[config.mk]
export PLATFORM = sky130hd
export DESIGN_NAME = rgbtg_ctrl
export DESIGN_NICKNAME = d
export VERILOG_FILES = /design/src/rtl/rgbtg_pkg.sv /design/src/rtl/rgbtg_fifo.sv /design/src/rtl/rgbtg_ctrl.sv
export SDC_FILE = /design/constraint.sdc
export NUM_CORES = 1
export LEC_CHECK = 0
export ABC_AREA = 1
export BUFFER_PORTS_ARGS = -buffer_cell sky130_fd_sc_hd__buf_2
export CAP_MARGIN = 20
export CORE_ASPECT_RATIO = 0.5
export CORE_MARGIN = 5
export CORE_UTILIZATION = 55
export DETAILED_ROUTE_END_ITERATION = 8
export GPL_TIMING_DRIVEN = 0
export PLACE_DENSITY_LB_ADDON = 0.15
export SETUP_SLACK_MARGIN = 0.3
export SLEW_MARGIN = 20
export SYNTH_ARGS = -nofsm -noshare
export SYNTH_HDL_FRONTEND = slang
export SYNTH_SLANG_ARGS = --single-unit
[constraint.sdc]
create_clock -name mclk -period 3.77 [get_ports mclk]
set_input_delay 0.1885 -clock mclk [delete_from_list [all_inputs] [get_ports mclk]]
set_output_delay 0.1885 -clock mclk [all_outputs]
set_load 0.01 [all_outputs]
[src/rtl/rgbtg_pkg.sv]
// package of constants for the rgb panel timing controller
// Summary of operation
// - 800 active pixel clocks per line
// - dot clock typical 40 MHz, never above 50
// - line total 862 to 1200 clocks
// - line sync width 1 to 40 clocks
// - horizontal front porch 16 to 354 clocks
// - 600 active lines per frame
// - frame sync width 1 to 20 lines
// - vertical front porch 1 to 77 lines
// - aim for about 60 Hz refresh
// - panel reset low at least 10 us
// - mode pin high selects data-enable timing
// - dither_disable high turns dithering off
// - eight bits per colour, narrow sources upper
package rgbtg_pkg;
  localparam int unsigned H_ACTIVE     = 800;  // active clocks per line
  localparam int unsigned H_BACK       = 46;   // fixed back porch
  localparam int unsigned H_SYNC_MIN   = 1;
  localparam int unsigned H_SYNC_MAX   = 40;
  localparam int unsigned H_SYNC_TYP   = 20;
  localparam int unsigned H_FRONT_MIN  = 16;
  localparam int unsigned H_FRONT_MAX  = 354;
  localparam int unsigned H_FRONT_TYP  = 210;
  localparam int unsigned H_TOTAL_MIN  = 862;
  localparam int unsigned H_TOTAL_MAX  = 1200;
  localparam int unsigned V_ACTIVE     = 600;  // active lines per frame
  localparam int unsigned V_BACK       = 23;   // fixed back porch
  localparam int unsigned V_SYNC_MIN   = 1;
  localparam int unsigned V_SYNC_MAX   = 20;
  localparam int unsigned V_SYNC_TYP   = 10;
  localparam int unsigned V_FRONT_MIN  = 1;
  localparam int unsigned V_FRONT_MAX  = 77;
  localparam int unsigned V_FRONT_TYP  = 12;
  localparam int unsigned V_TOTAL_MIN  = 624;
  localparam int unsigned V_TOTAL_MAX  = 700;
  localparam int unsigned MCLK_MHZ     = 250;  // system clock rate
  localparam int unsigned DOT_DIV      = 6;    // 250/6 MHz, under 50 MHz
  localparam int unsigned RST_US       = 10;   // least panel reset time
  localparam int unsigned RST_CYCLES   = RST_US * MCLK_MHZ;
  localparam int unsigned PIX_W        = 24;   // three 8-bit channels
  localparam int unsigned FIFO_DEPTH   = 16;
endpackage : rgbtg_pkg

[src/rtl/rgbtg_fifo.sv]
// pixel fifo with valid and ready on both sides
`timescale 1ns/1ps
module rgbtg_fifo #(
  parameter int unsigned WIDTH = 24,
  parameter int unsigned DEPTH = 16
) (
  input  wire logic             mclk,
  input  wire logic             sys_rst,
  input  wire logic             clk_en,
  input  wire logic [WIDTH-1:0] in_data,
  input  wire logic             in_valid,
  output logic                  in_ready,
  output logic      [WIDTH-1:0] out_data,
  output logic                  out_valid,
  input  wire logic             out_ready
);
  localparam int unsigned AW = $clog2(DEPTH);
  typedef struct packed {
    logic [AW-1:0] wr;   // write pointer
    logic [AW-1:0] rd;   // read pointer
    logic [AW:0]   cnt;  // words held
  } rgbtg_fifo_st_t;
  rgbtg_fifo_st_t           st;
  rgbtg_fifo_st_t           next_st;
  logic [WIDTH-1:0]         mem [DEPTH];  // storage array
  logic                     push;
  logic                     pop;

  // honest full and empty from the count
  assign in_ready  = (st.cnt != (AW+1)'(DEPTH));
  assign out_valid = (st.cnt != '0);
  assign out_data  = mem[st.rd];
  assign push      = clk_en && in_valid && in_ready;
  assign pop       = clk_en && out_valid && out_ready;

  // pointer and count update
  always_comb begin
    next_st = st;
    if (push) next_st.wr = st.wr + 1'b1;
    if (pop) next_st.rd = st.rd + 1'b1;
    next_st.cnt = st.cnt + (AW+1)'(push) - (AW+1)'(pop);
  end

  // state register
  always_ff @(posedge mclk or posedge sys_rst) begin
    if (sys_rst) st <= '0;
    else if (clk_en) st <= next_st;
  end

  // storage write, no reset needed
  always_ff @(posedge mclk) begin
    if (push) mem[st.wr] <= in_data;
  end
endmodule : rgbtg_fifo

[src/rtl/rgbtg_ctrl.sv]
// rgb panel timing controller: dot clock, syncs, strobe, data, reset
`timescale 1ns/1ps
module rgbtg_ctrl #(
  parameter int unsigned H_SYNC    = rgbtg_pkg::H_SYNC_TYP,
  parameter int unsigned H_FRONT   = rgbtg_pkg::H_FRONT_TYP,
  parameter int unsigned V_SYNC    = rgbtg_pkg::V_SYNC_TYP,
  parameter int unsigned V_FRONT   = rgbtg_pkg::V_FRONT_TYP,
  parameter int unsigned RST_CYC   = rgbtg_pkg::RST_CYCLES
) (
  input  wire logic        mclk,
  input  wire logic        sys_rst,
  input  wire logic        clk_en,            // freezes all state when low
  input  wire logic        start,             // pulse: begin panel reset
  input  wire logic        sync_only_mode,    // level: use sync-only timing
  input  wire logic        dither_off,        // level: dithering disabled
  input  wire logic [23:0] pix_data,          // user pixel, r g b
  input  wire logic        pix_valid,
  output logic             pix_ready,
  output logic             dot_clock_in,      // dot clock to panel
  output logic             line_sync,         // active low line sync
  output logic             frame_sync,        // active low frame sync
  output logic             pixel_valid_strobe,
  output logic      [7:0]  red,
  output logic      [7:0]  green,
  output logic      [7:0]  blue,
  output logic             panel_mode,        // high: data-enable timing
  output logic             dither_disable,
  output logic             panel_reset_n,
  output logic             running,           // video is being sent
  output logic             underrun           // sticky: fifo ran dry
);
  // derived geometry, each total the sum of its parts
  localparam int unsigned HT = H_SYNC + rgbtg_pkg::H_BACK
                             + rgbtg_pkg::H_ACTIVE + H_FRONT;
  localparam int unsigned VT = V_SYNC + rgbtg_pkg::V_BACK
                             + rgbtg_pkg::V_ACTIVE + V_FRONT;
  localparam int unsigned H_DE0 = H_SYNC + rgbtg_pkg::H_BACK;
  localparam int unsigned V_DE0 = V_SYNC + rgbtg_pkg::V_BACK;

  typedef enum logic [1:0] {
    RGBTG_IDLE  = 2'b00,  // outputs quiet, panel held in reset
    RGBTG_RST   = 2'b01,  // panel reset pulse
    RGBTG_VIDEO = 2'b11   // streaming frames
  } rgbtg_state_t;

  typedef struct packed {
    rgbtg_state_t fsm;
    logic [17:0]  rcnt;    // reset pulse counter
    logic [2:0]   div;     // dot clock divider phase
    logic         dclk;    // dot clock level
    logic [10:0]  hcnt;    // position in line
    logic [9:0]   vcnt;    // position in frame
    logic         hs;
    logic         vs;
    logic         de;
    logic [23:0]  rgb;
    logic         rstn;
    logic         urun;
  } rgbtg_ctrl_st_t;

  rgbtg_ctrl_st_t st;
  rgbtg_ctrl_st_t next_st;
  logic [23:0]    f_data;   // fifo head
  logic           f_valid;
  logic           f_pop;    // take one pixel
  logic           fall;     // dot clock falling edge this cycle
  logic           h_act;
  logic           v_act;

  // pixel fifo; back-pressure reaches the user through pix_ready
  rgbtg_fifo #(
    .WIDTH (rgbtg_pkg::PIX_W),
    .DEPTH (rgbtg_pkg::FIFO_DEPTH)
  ) u_fifo (
    .mclk      (mclk),
    .sys_rst   (sys_rst),
    .clk_en    (clk_en),
    .in_data   (pix_data),
    .in_valid  (pix_valid),
    .in_ready  (pix_ready),
    .out_data  (f_data),
    .out_valid (f_valid),
    .out_ready (f_pop)
  );

  // edge at which the panel sees new values: dot clock about to fall
  assign fall = st.dclk && (st.div == 3'(rgbtg_pkg::DOT_DIV / 2 - 1));

  // next-position windows for the strobe
  function automatic logic in_win(input int unsigned p,
                                  input int unsigned lo,
                                  input int unsigned n);
    in_win = (p >= lo) && (p < lo + n);
  endfunction : in_win

  // main next-state logic
  always_comb begin
    int unsigned hn;
    int unsigned vn;
    hn = 0;
    vn = 0;
    next_st = st;
    h_act = 1'b0;
    v_act = 1'b0;
    f_pop = 1'b0;
    unique case (st.fsm)
      RGBTG_IDLE: begin
        next_st.rstn = 1'b0;
        if (start) begin
          next_st.fsm  = RGBTG_RST;
          next_st.rcnt = '0;
        end
      end
      RGBTG_RST: begin
        next_st.rstn = 1'b0;
        // hold reset low for no less than the least time
        if (st.rcnt == 18'(RST_CYC - 1)) begin
          next_st.fsm  = RGBTG_VIDEO;
          next_st.rstn = 1'b1;
          next_st.hcnt = '0;
          next_st.vcnt = '0;
        end else begin
          next_st.rcnt = st.rcnt + 1'b1;
        end
      end
      RGBTG_VIDEO: begin
        // dot clock by divider, 250/6 MHz near 40 and under 50
        if (st.div == 3'(rgbtg_pkg::DOT_DIV / 2 - 1)) begin
          next_st.div  = '0;
          next_st.dclk = ~st.dclk;
        end else begin
          next_st.div = st.div + 1'b1;
        end
        // syncs, strobe and colour pins change together while the clock falls
        if (fall) begin
          hn = 32'(st.hcnt);
          vn = 32'(st.vcnt);
          // strobe over the 800 active pixels, 600 lines
          h_act = in_win(hn, H_DE0, rgbtg_pkg::H_ACTIVE);
          v_act = in_win(vn, V_DE0, rgbtg_pkg::V_ACTIVE);
          next_st.hs = !(hn < H_SYNC);
          next_st.vs = !(vn < V_SYNC);
          next_st.de = h_act && v_act;
          if (h_act && v_act) begin
            f_pop = f_valid;
            next_st.rgb = f_valid ? f_data : '0;
            if (!f_valid) next_st.urun = 1'b1;
          end else begin
            next_st.rgb = '0;
          end
          // advance position; front porches end line and frame
          if (hn == HT - 1) begin
            next_st.hcnt = '0;
            next_st.vcnt = (vn == VT - 1) ? '0 : st.vcnt + 1'b1;
          end else begin
            next_st.hcnt = st.hcnt + 1'b1;
          end
        end
      end
      default: next_st.fsm = RGBTG_IDLE;
    endcase
  end

  // state register, frozen by the clock enable
  always_ff @(posedge mclk or posedge sys_rst) begin
    if (sys_rst) begin
      st      <= '0;
      st.fsm  <= RGBTG_IDLE;
      st.hs   <= 1'b1;
      st.vs   <= 1'b1;
    end else if (clk_en) begin
      st <= next_st;
    end
  end

  // pin drive; channels msb-first, 8 bits each
  assign dot_clock_in       = st.dclk;
  assign line_sync          = st.hs;
  assign frame_sync         = st.vs;
  assign pixel_valid_strobe = st.de;
  assign red                = st.rgb[23:16];
  assign green              = st.rgb[15:8];
  assign blue               = st.rgb[7:0];
  assign panel_mode         = ~sync_only_mode;
  assign dither_disable     = dither_off;
  assign panel_reset_n      = st.rstn;
  assign running            = (st.fsm == RGBTG_VIDEO);
  assign underrun           = st.urun;
endmodule : rgbtg_ctrl

## Word level (Yosys, flattened, before mapping)

Memory sizes are Yosys's and may differ from the RTL's.
Index checks and enable logic that the tools add are counted.

| operators by class | value |
|---|---|
| $lt $le $gt $ge | 6 |
| reductions and logical operators | 25 |
| add/sub/neg operators | 8 |
| multiplexer cells | 21 |
| eq/ne operators | 12 |
| bitwise gates (word level) | 4 |

Operators by type and width:

| cell | number |
|---|---|
| two-way mux 24 bit | 2 |
| two-way mux 48 bit | 1 |
| case mux 21 bit (2 select lines) | 1 |
| case mux 18 bit (2 select lines) | 1 |
| two-way mux 21 bit | 1 |
| two-way mux 10 bit | 2 |
| two-way mux 20 bit | 1 |
| adder 18 x 1 -> 18 bit, second input constant | 1 |
| equality test 18 x 12 -> 1 bit, second input constant | 1 |
| two-way mux 18 bit | 1 |
| AND reduction 4 bit | 3 |
| adder 11 x 1 -> 11 bit, second input constant | 1 |
| equality test 11 bit, second input constant | 1 |
| >= comparator 11 x 7 -> 1 bit, second input constant | 1 |
| < comparator 11 x 10 -> 1 bit, second input constant | 1 |
| < comparator 11 x 5 -> 1 bit, second input constant | 1 |
| two-way mux 11 bit | 1 |
| adder 10 x 1 -> 10 bit, second input constant | 1 |
| equality test 10 bit, second input constant | 1 |
| >= comparator 10 x 6 -> 1 bit, second input constant | 1 |
| < comparator 10 bit, second input constant | 1 |
| < comparator 10 x 4 -> 1 bit, second input constant | 1 |
| AND reduction 5 bit | 2 |
| adder 4 x 1 -> 4 bit, second input constant | 2 |
| other kinds (22) | 46 |

| word-level totals | value |
|---|---|
| bits of input ports | 31 |
| output and inout port bits | 34 |
| register bits after elaboration | 87 |
| memory bits (writable) | 384 |
| memories kept | 1 |
| word-level logic and storage cells | 92 |

Memory list:

| name | words | width | rd ports | clocked after Yosys merged registers in | wr ports | RTL line | source |
|---|---|---|---|---|---|---|---|
| u_fifo.mem | 16 | 24 | 1 | 0 | 1 | rgbtg_fifo.sv:25 | `logic [WIDTH-1:0] mem [DEPTH];` |

## Logic depth before layout (Yosys ltp)

Gate-level depths: netlist of the first run.

| logic depth | value |
|---|---|
| depth after elaboration | 8 |
| mapped depth | 25 |
| gate-level depth less buffers | 24 |

## Modules after synthesis

From an unflattened synthesis of the first run, not the netlist that was laid out.

| unflattened totals | value |
|---|---|
| cell total of the unflattened synthesis | 2352 |
| area, all modules | 22247.6 um^2 |

Modules (own cells, without submodules):

| module | instances | cells each | seq. area each (um^2) | area each (um^2) |
|---|---|---|---|---|
| rgbtg_fifo | 1 | 1672 | 11856.4 | 17434.2 |
| rgbtg_ctrl | 1 | 680 | 1854.3 | 4813.4 |

## Least setup slack after synthesis of the first run

No wires, ideal clock.

| path | value |
|---|---|
| path kind | register to register |
| start | register st[29] in the netlist's numbering |
| end | register u_fifo.st[4] in the netlist's numbering |
| library setup time | 79 ps |
| slack | 518 ps |
| data required time | 3691 ps |
| buffers on the path | 1 |
| cell stages (with the launch flop) | 26 |
| clock period less this slack | 3252 ps |
| arrival | 3173 ps |
| cell sequence | dfrtp_1 inv_1 ha_1 inv_1 nor2_1 nor2_1 nand3_1 nand2_1 nor2_1 inv_1 nor2_4 nand2_4 clkinv_4 buf_8 ha_1 inv_1 ha_1 inv_1 fa_1 or2_2 a21oi_1 nor2_1 nand2_1 nand2_1 nor2_1 xor2_1 |

| between the ends | value |
|---|---|
| word-level cells in the longest chain between the ends | 8 |
| elaborated cells between the ends (all ways) | 9 |
| those cells by class | add/sub (1); order compare (2); mux (3); reduce/logical (3) |

RTL lines:

| what | RTL line | source |
|---|---|---|
| start: declaration | rgbtg_ctrl.sv:61 | `rgbtg_ctrl_st_t st;` |
| start signal: assignment | rgbtg_ctrl.sv:172 | `st <= next_st;` |
| >= comparator 10 x 6 -> 1 bit / < comparator 10 bit (equally long branches) | rgbtg_ctrl.sv:93 | `in_win = (p >= lo) && (p < lo + n);` |
| logical AND 1 bit * | rgbtg_ctrl.sv:93 |  |
| logical AND 1 bit * | rgbtg_ctrl.sv:144 | `if (h_act && v_act) begin` |
| two-way mux 1 bit * | rgbtg_ctrl.sv:144 |  |
| two-way mux 1 bit * | rgbtg_ctrl.sv:135 | `if (fall) begin` |
| two-way mux 1 bit * | rgbtg_ctrl.sv:106 | `unique case (st.fsm)` |
| logical AND 1 bit * | rgbtg_fifo.sv:34 | `assign pop = clk_en && out_valid && out_ready;` |
| subtractor 5 x 1 -> 5 bit * | rgbtg_fifo.sv:41 | `next_st.cnt = st.cnt + (AW+1)'(push) - (AW+1)'(pop);` |
| end signal: assignment | rgbtg_fifo.sv:47 | `else if (clk_en) st <= next_st;` |
| end: declaration | rgbtg_fifo.sv:23 | `rgbtg_fifo_st_t st;` |

Mark *: on every way between the ends. The rest lies on a longest branch, timed or not.
A chain may end at the register's enable or synchronous reset.

## Final worst setup path of the first run

| path | value |
|---|---|
| start | register st[30] in the netlist's numbering |
| end | register u_fifo.st[4] in the netlist's numbering |

The elaborated chain is that of the path after synthesis.

==> results of run 1 <==
critical path, cell delays in order, from the launching register on:
cell and delay (ps):
dfrtp_1 410, inv_2 100, ha_4 150, inv_4 40, nor2_4 100, nor2_1 50
nand3_1 60, nand2_1 50, nor2_1 100, inv_1 70, nor2_4 160, nand2_4 90
clkinv_8 70, buf_8 90, ha_4 180, inv_1 50, ha_2 180, inv_2 40
fa_2 350, or2_4 250, a21oi_2 150, nor2_2 60, nand2_1 50, nand2_1 60
nor2_2 120, xor2_1 150
cells by family after synthesis:
group	count (synthesis)	synth area share
DFF	471	0.6786
AOI/OAI and AO/OA	289	0.07858
buffers and inverters	210	0.04527
adders and majority gates	18	0.01152
and+or+nand+nor	851	0.1761
xor gates and xnor gates	23	0.009969
report_power, final:
part | total (uW) | internal [uW] | leakage [uW] | switching, uW
Combinational | 949 | 309 | 0.00359 | 640
Sequential | 6040 | 5910 | 0.00456 | 124
Clock | 4390 | 2390 | 0.000683 | 2000
Total | 11400 | 8610 | 0.00883 | 2760
routing by layer:
| layer | global-route usage | vias to the layer above | wire length, um |
|---|---|---|---|
| li1 | - | 6766 | - |
| met1 | 0.3937 | 6941 | 23210 |
| met2 | 0.3794 | 680 | 23090 |
| met3 | 0.07583 | 91 | 6735 |
| met4 | 0.06945 | 0 | 1328 |
| met5 | 0 | - | 0 |
registers in the layout, indices dropped and copies added, names as in the netlist:
signal	cells
dot_clock_in	1
line_sync	1
st	44
panel_reset_n	1
underrun	1
frame_sync	1
blue	8
red	8
u_fifo.mem	384
pixel_valid_strobe	1
green	8
u_fifo.st	13
timing repair:
| item | 4_1_cts | 5_1_grt |
|---|---|---|
| pin swaps | 3 | 16 |
| hold buffers | 14 | 0 |
| endpoints found under the hold margin | 230 | 0 |
| resized for setup | 14 | 21 |
| buffers inserted | 8 | 9 |
| endpoints found under the setup margin | 1 | 1 |
cell type report:
| type | count | area, um^2 |
|---|---|---|
| plain buffers | 117 | 563.0 |
| well taps | 484 | 605.6 |
| repair buffers | 114 | 1017 |
| inverters | 93 | 370.4 |
| multi-input cells | 1181 | 5784 |
| fillers | 2798 | 12680 |
| clock buffers | 46 | 1087 |
| flip-flops and latches | 471 | 13710 |
| clock inverters | 31 | 291.5 |
per-stage QoR:
step           setup WS, ps  instance area, um^2    util  total power (uW)
3_5_place_dp         -13.18                21680  0.6004              7009
2_1_floorplan         518.1                20210       -              6589
3_3_place_gp          -1290                21120  0.5849              6853
6_report              492.3                23430  0.6489             11370
5_1_grt               263.3                23430  0.6489             11760
4_1_cts               300.8                23300  0.6453             11330
path summary, 6_finish.rpt:
path / slack, ps / endpoint / from / cells past startpoint
worst min-delay path: 7 / u_fifo.mem[14][21] / pix_data[21] / 1
min in group asynchronous: 100 / green[3] / sys_rst / 3
max in group asynchronous: 3070 / st[62] / sys_rst / 4
worst max register to register: 490 / u_fifo.st[4] / st[30] / 25
worst max-delay path: 490 / u_fifo.st[4] / st[30] / 25
worst min register to register: 480 / red[0] / red[0] / 2
cells in the final DEF, fill, tap and decap left out, types with 6 or more instances in the layout:
cell,n
xor2_1,18
buf_4,47
clkbuf_16,43
o22ai_1,14
inv_6,6
dfrtp_1,84
buf_16,12
nand4_1,45
edfxtp_1,384
a21oi_1,40
clkinv_1,11
o21ai_0,186
o221ai_1,8
nor3_1,21
ha_1,14
nand3_1,122
clkinv_2,13
buf_2,74
a31oi_1,8
nor2_4,17
inv_1,79
clkbuf_1,70
nor2_1,210
nand2_1,411
nor2_2,8
dlygate4sd3_1,14
buf_1,9
o211ai_1,21
==> run metrics, run 1 <==
register area share after synthesis=0.6786; Finish-stage setup viols=0; worst hold slack=7.282 ps; worst-margin pin slew=934.4 ps; count of unique library cells instantiated by Yosys=43; core area=36,110 um^2; yosys warns=0; H-tree depth=2; routed vias=14,478; Static Leak=0.008830 uW; PwrDens=485.3 nW/um^2; # IOs=65; Worst Path Arrival=3760 ps; synth-to-layout area growth=15.96%; Routed Antenna Nets=0; drt total wl=54.37 mm; vias in the first global route=13,562; Syn Std Cell Area=20,210 um^2; GRT Overall Usage=0.2623; synthesized area per cell=10.85 um^2; share of async-settable or async-resettable flops after synthesis=0.1847; area share of the largest cell type after synthesis=0.5707; cell count after placement=2,429; Max-slew headroom=0.3771; Clock transition at path regs=70 ps; Top FF cell, synth=edfxtp_1; min Tclk post-route=3278 ps; die area=40,900 um^2; PortBufs=62; DRC Markers=0; number of synthesized flops with an enable pin=384; Worst EP required=4250 ps; TritonCTS clock tree=done; Num CTS Buffers=42; Post-DP HPWL=36.96 mm; post-synthesis register bit count=471; FP Rows=49; share of the clock period used by the worst path=0.8694; top-count cell post-synth=nand2_1; Setup TNS=0 ps; kind of critical path=reg2reg; Clock Sinks=471; Die Wd=281.1 um; cell taking the most area after synthesis=edfxtp_1; Clock Skew=17.27 ps; first-pass GRT wire length=81.33 mm; CP Max Fanout=6; post-DR vias/cell=5.707; status=finished clean; share of layout cells above drive strength 1=0.1315; startpoint types=flop; Max IR drop VDD=323.6 uV; maximum buffer depth of the clock tree=3; Final Max Tran Viols=0; Area contributors post-synth=edfxtp_1, dfrtp_1, nand2_1, o21ai_0, nor2_1; final hold violation count=0; Hold Path Class=in2reg; Antenna diodes=0; final non-filler cell total=2,537; drt first pass iters=5; max cap viols=0; Critical Path Sink Type=flop; Syn Inst Count=1,862; Initial Util=0.5595; Peak Freq=305.1 MHz; largest net degree at the start of global routing=72; nets@finish=2,069; unrepaired setup endpoints after global routing=no; Worst-Skew Late Latency=570 ps; DRT iter0 DRCs=1,676; Avg WL per Cell=21.43 um; total congestion overflow=0; clock root buffer=clkbuf_16; top cells by count, synth=nand2_1, edfxtp_1, nor2_1; Syn Nets=1,911; gpl congestion=0.9145; Die Span Y=145.5 um; antenna violations before repair=0
(Power assumes the default switching activity.)
==> inputs of run 2 (changes only) <==
--- a/config.mk
+++ b/config.mk
@@ -11,6 +11,7 @@
 export CORE_ASPECT_RATIO = 0.5
 export CORE_MARGIN = 5
 export CORE_UTILIZATION = 55
+export CTS_BUF_LIST = sky130_fd_sc_hd__clkbuf_8
 export DETAILED_ROUTE_END_ITERATION = 8
 export GPL_TIMING_DRIVEN = 0
 export PLACE_DENSITY_LB_ADDON = 0.15
==> constraint.sdc (replaced) <==
create_clock -name mclk -period 3.77 [get_ports mclk]
set_input_delay 0.377 -clock mclk [delete_from_list [all_inputs] [get_ports mclk]]
set_output_delay 0.377 -clock mclk [all_outputs]
set_load 0.01 [all_outputs]
==> run metrics, run 2 (synthesized netlist as in run 1, its figures left out) <==
status=finished clean; Fill cells=2,832 (+1.2%); kind of critical path=reg2reg; antenna violations before repair=1 (+1); Die Span Y=145.5 um (unchanged); first-pass GRT wire length=81.81 mm (+0.59%); unrepaired setup endpoints after global routing=no; commonest non-fill, non-tap cell in the layout=nand2_1; final hold violation count=0 (unchanged); PwrDens=467.8 nW/um^2 (-3.6%); nets@finish=2,082 (+0.63%); FP Rows=49 (unchanged); design area=23,170 um^2 (-1.1%); core area=36,110 um^2 (unchanged); max reg flops=384 (unchanged); drt total wl=54.67 mm (+0.56%); # IOs=65 (unchanged); share of layout cells above drive strength 1=0.1383 (+0.006747); maximum buffer depth of the clock tree=3 (unchanged); H-tree depth=3 (+1); startpoint types=flop; total congestion overflow=0 (unchanged); Peak Freq=307.8 MHz (+0.90%); drt first pass iters=6 (+1); post-DR vias/cell=5.738 (+0.55%); Clock transition at path regs=70 ps (about the same); Worst EP required=4300 ps (+50 ps); Place WS=-13.18 ps (unchanged); synth-to-layout area growth=14.68%; gpl congestion=0.9145 (unchanged); max cap viols=0 (unchanged); Post-DP HPWL=36.96 mm (unchanged); largest net degree at the start of global routing=72 (unchanged); Largest regs=u_fifo.mem (384), st (44), u_fifo.st (13); Max-slew headroom=0.3985 (+0.02143); DRC Markers=0 (unchanged); share of the clock period used by the worst path=0.8617 (-0.007737); Routed Antenna Nets=0 (unchanged); Initial Util=0.5595 (unchanged); worst-margin pin slew=902.3 ps (-32.15 ps); CP Max Fanout=6 (unchanged); Setup TNS=0 ps (unchanged); die area=40,900 um^2 (unchanged); Finish-stage setup viols=0 (unchanged); min Tclk post-route=3249 ps (-29.17 ps); Critical Path Sink Type=flop; GRT Overall Usage=0.2643 (+0.002015); Max IR drop VDD=291.6 uV (-9.9%); PortBufs=62 (unchanged); register area=13,710 um^2 (unchanged); Worst-Skew Late Latency=630 ps (+60 ps); final setup margin=521.4 ps (+29.17 ps); combinational power share=0.087 (+0.004); Static Leak=0.008815 uW (-0.18%); multi-input logic area=5784 um^2 (unchanged); Avg WL per Cell=21.29 um (-0.66%); Biggest register=u_fifo.mem; clock root buffer=clkbuf_8; NetSw=2760 uW (about the same); routed vias=14,736 (+1.8%); Clock Sinks=471 (unchanged); vias in the first global route=13,619 (+0.42%); switching share of power=0.2546 (+0.01197); most frequent cells in the layout=nand2_1, edfxtp_1, nor2_1; Post-DP Area=21,680 um^2 (unchanged); Die Wd=281.1 um (unchanged); Clock power frac=0.356 (-0.030); Int Pwr=8080 uW (-6.2%); Final Max Tran Viols=0 (unchanged); DRT iter0 DRCs=1,721 (+2.7%); TritonCTS clock tree=done; Worst Path Arrival=3780 ps (+20 ps); Clock Skew=32.49 ps (+15.21 ps); Sequential Power Share=0.557 (+0.026); Num CTS Buffers=67 (+60%); Hold Path Class=in2reg
## run 2: cell count changes in the layout (fill, tap and decap cells not counted), moves of 4 or more
cell / before / now
clkinv_2: 13 / 7
clkbuf_16: 43 / 0
dlygate4sd3_1: 14 / 2
clkinv_1: 11 / 15
inv_1: 79 / 102
clkbuf_8: 0 / 73
## run 2: final timing paths
check | startpoint | to | slack, ps | cells past startpoint
setup / recovery | st[30] | u_fifo.st[4] | 520 | 25
hold / removal | clk_en | u_fifo.st[0] | 110 | 3
setup reg to reg | st[30] | u_fifo.st[4] | 520 | 25
hold reg to reg | green[3] | green[3] | 480 | 2
max in group asynchronous | sys_rst | green[6] | 2920 | 4
min in group asynchronous | sys_rst | st[49] | 220 | 3
## run 2: cell type report
| class | count | area share |
|---|---|---|
| well taps | 484 | 0.02614 |
| plain buffers | 117 | 0.02441 |
| diodes | 1 | 0.0001080 |
| multi-input cells | 1181 | 0.2496 |
| inverters | 93 | 0.01598 |
| repair buffers | 102 | 0.03872 |
| clock inverters | 46 | 0.009882 |
| clock buffers | 73 | 0.04336 |
| flip-flops and latches | 471 | 0.5918 |
## run 2: timing repair
| action | in CTS | in global routing |
|---|---|---|
| setup endpoints to repair | 1 | 1 |
| hold endpoints to repair | 70 | 0 |
| hold buffers | 2 | 0 |
| setup buffers | 8 | 9 |
| pin swaps | 3 | 15 |
| gates resized for setup | 18 | 18 |
## run 2: per-stage QoR
stage	total power (uW)	util	hold slack (ps)	std cells
final	10840	0.6417	108.5	2568
after global routing	11250	0.6417	104.9	2568
after CTS	10810	0.6381	88.86	2558
after detailed placement	7009	0.6004	320.6	2429
after global placement	6853	0.5849	464.6	2408
after floorplan	6589	-	450.0	1862
## run 2: power by group through the flow
| stage | Combinational (uW) | Sequential [uW] | Clock [uW] |
|---|---|---|---|
| floorplan | 469 | 6120 | 0 |
| global placement | 701 | 6150 | 0 |
| detailed placement | 865 | 6140 | 0 |
| CTS | 875 | 6040 | 3900 |
| global route | 1040 | 6060 | 4160 |
| finish | 940 | 6040 | 3860 |
## run 2: layer usage
metal	part of all wire	track usage	up-vias
li1	-	-	6809
met1	0.42	0.4016	7004
met2	0.42	0.3756	799
met3	0.13	0.07246	124
met4	0.029	0.07850	0
met5	0	0	-
## run 2: critical path, stage by stage, from the launching register on
cell	delay (ps)
dfrtp_1	410
inv_2	100
ha_4	150
inv_4	40
nor2_4	100
nor2_1	50
nand3_1	60
nand2_1	50
nor2_1	100
inv_1	70
nor2_4	160
nand2_4	90
clkinv_8	70
buf_8	90
ha_4	180
inv_2	40
ha_2	170
inv_2	40
fa_2	350
or2_4	250
a21oi_2	150
nor2_2	60
nand2_1	50
nand2_1	60
nor2_2	120
xor2_1	150
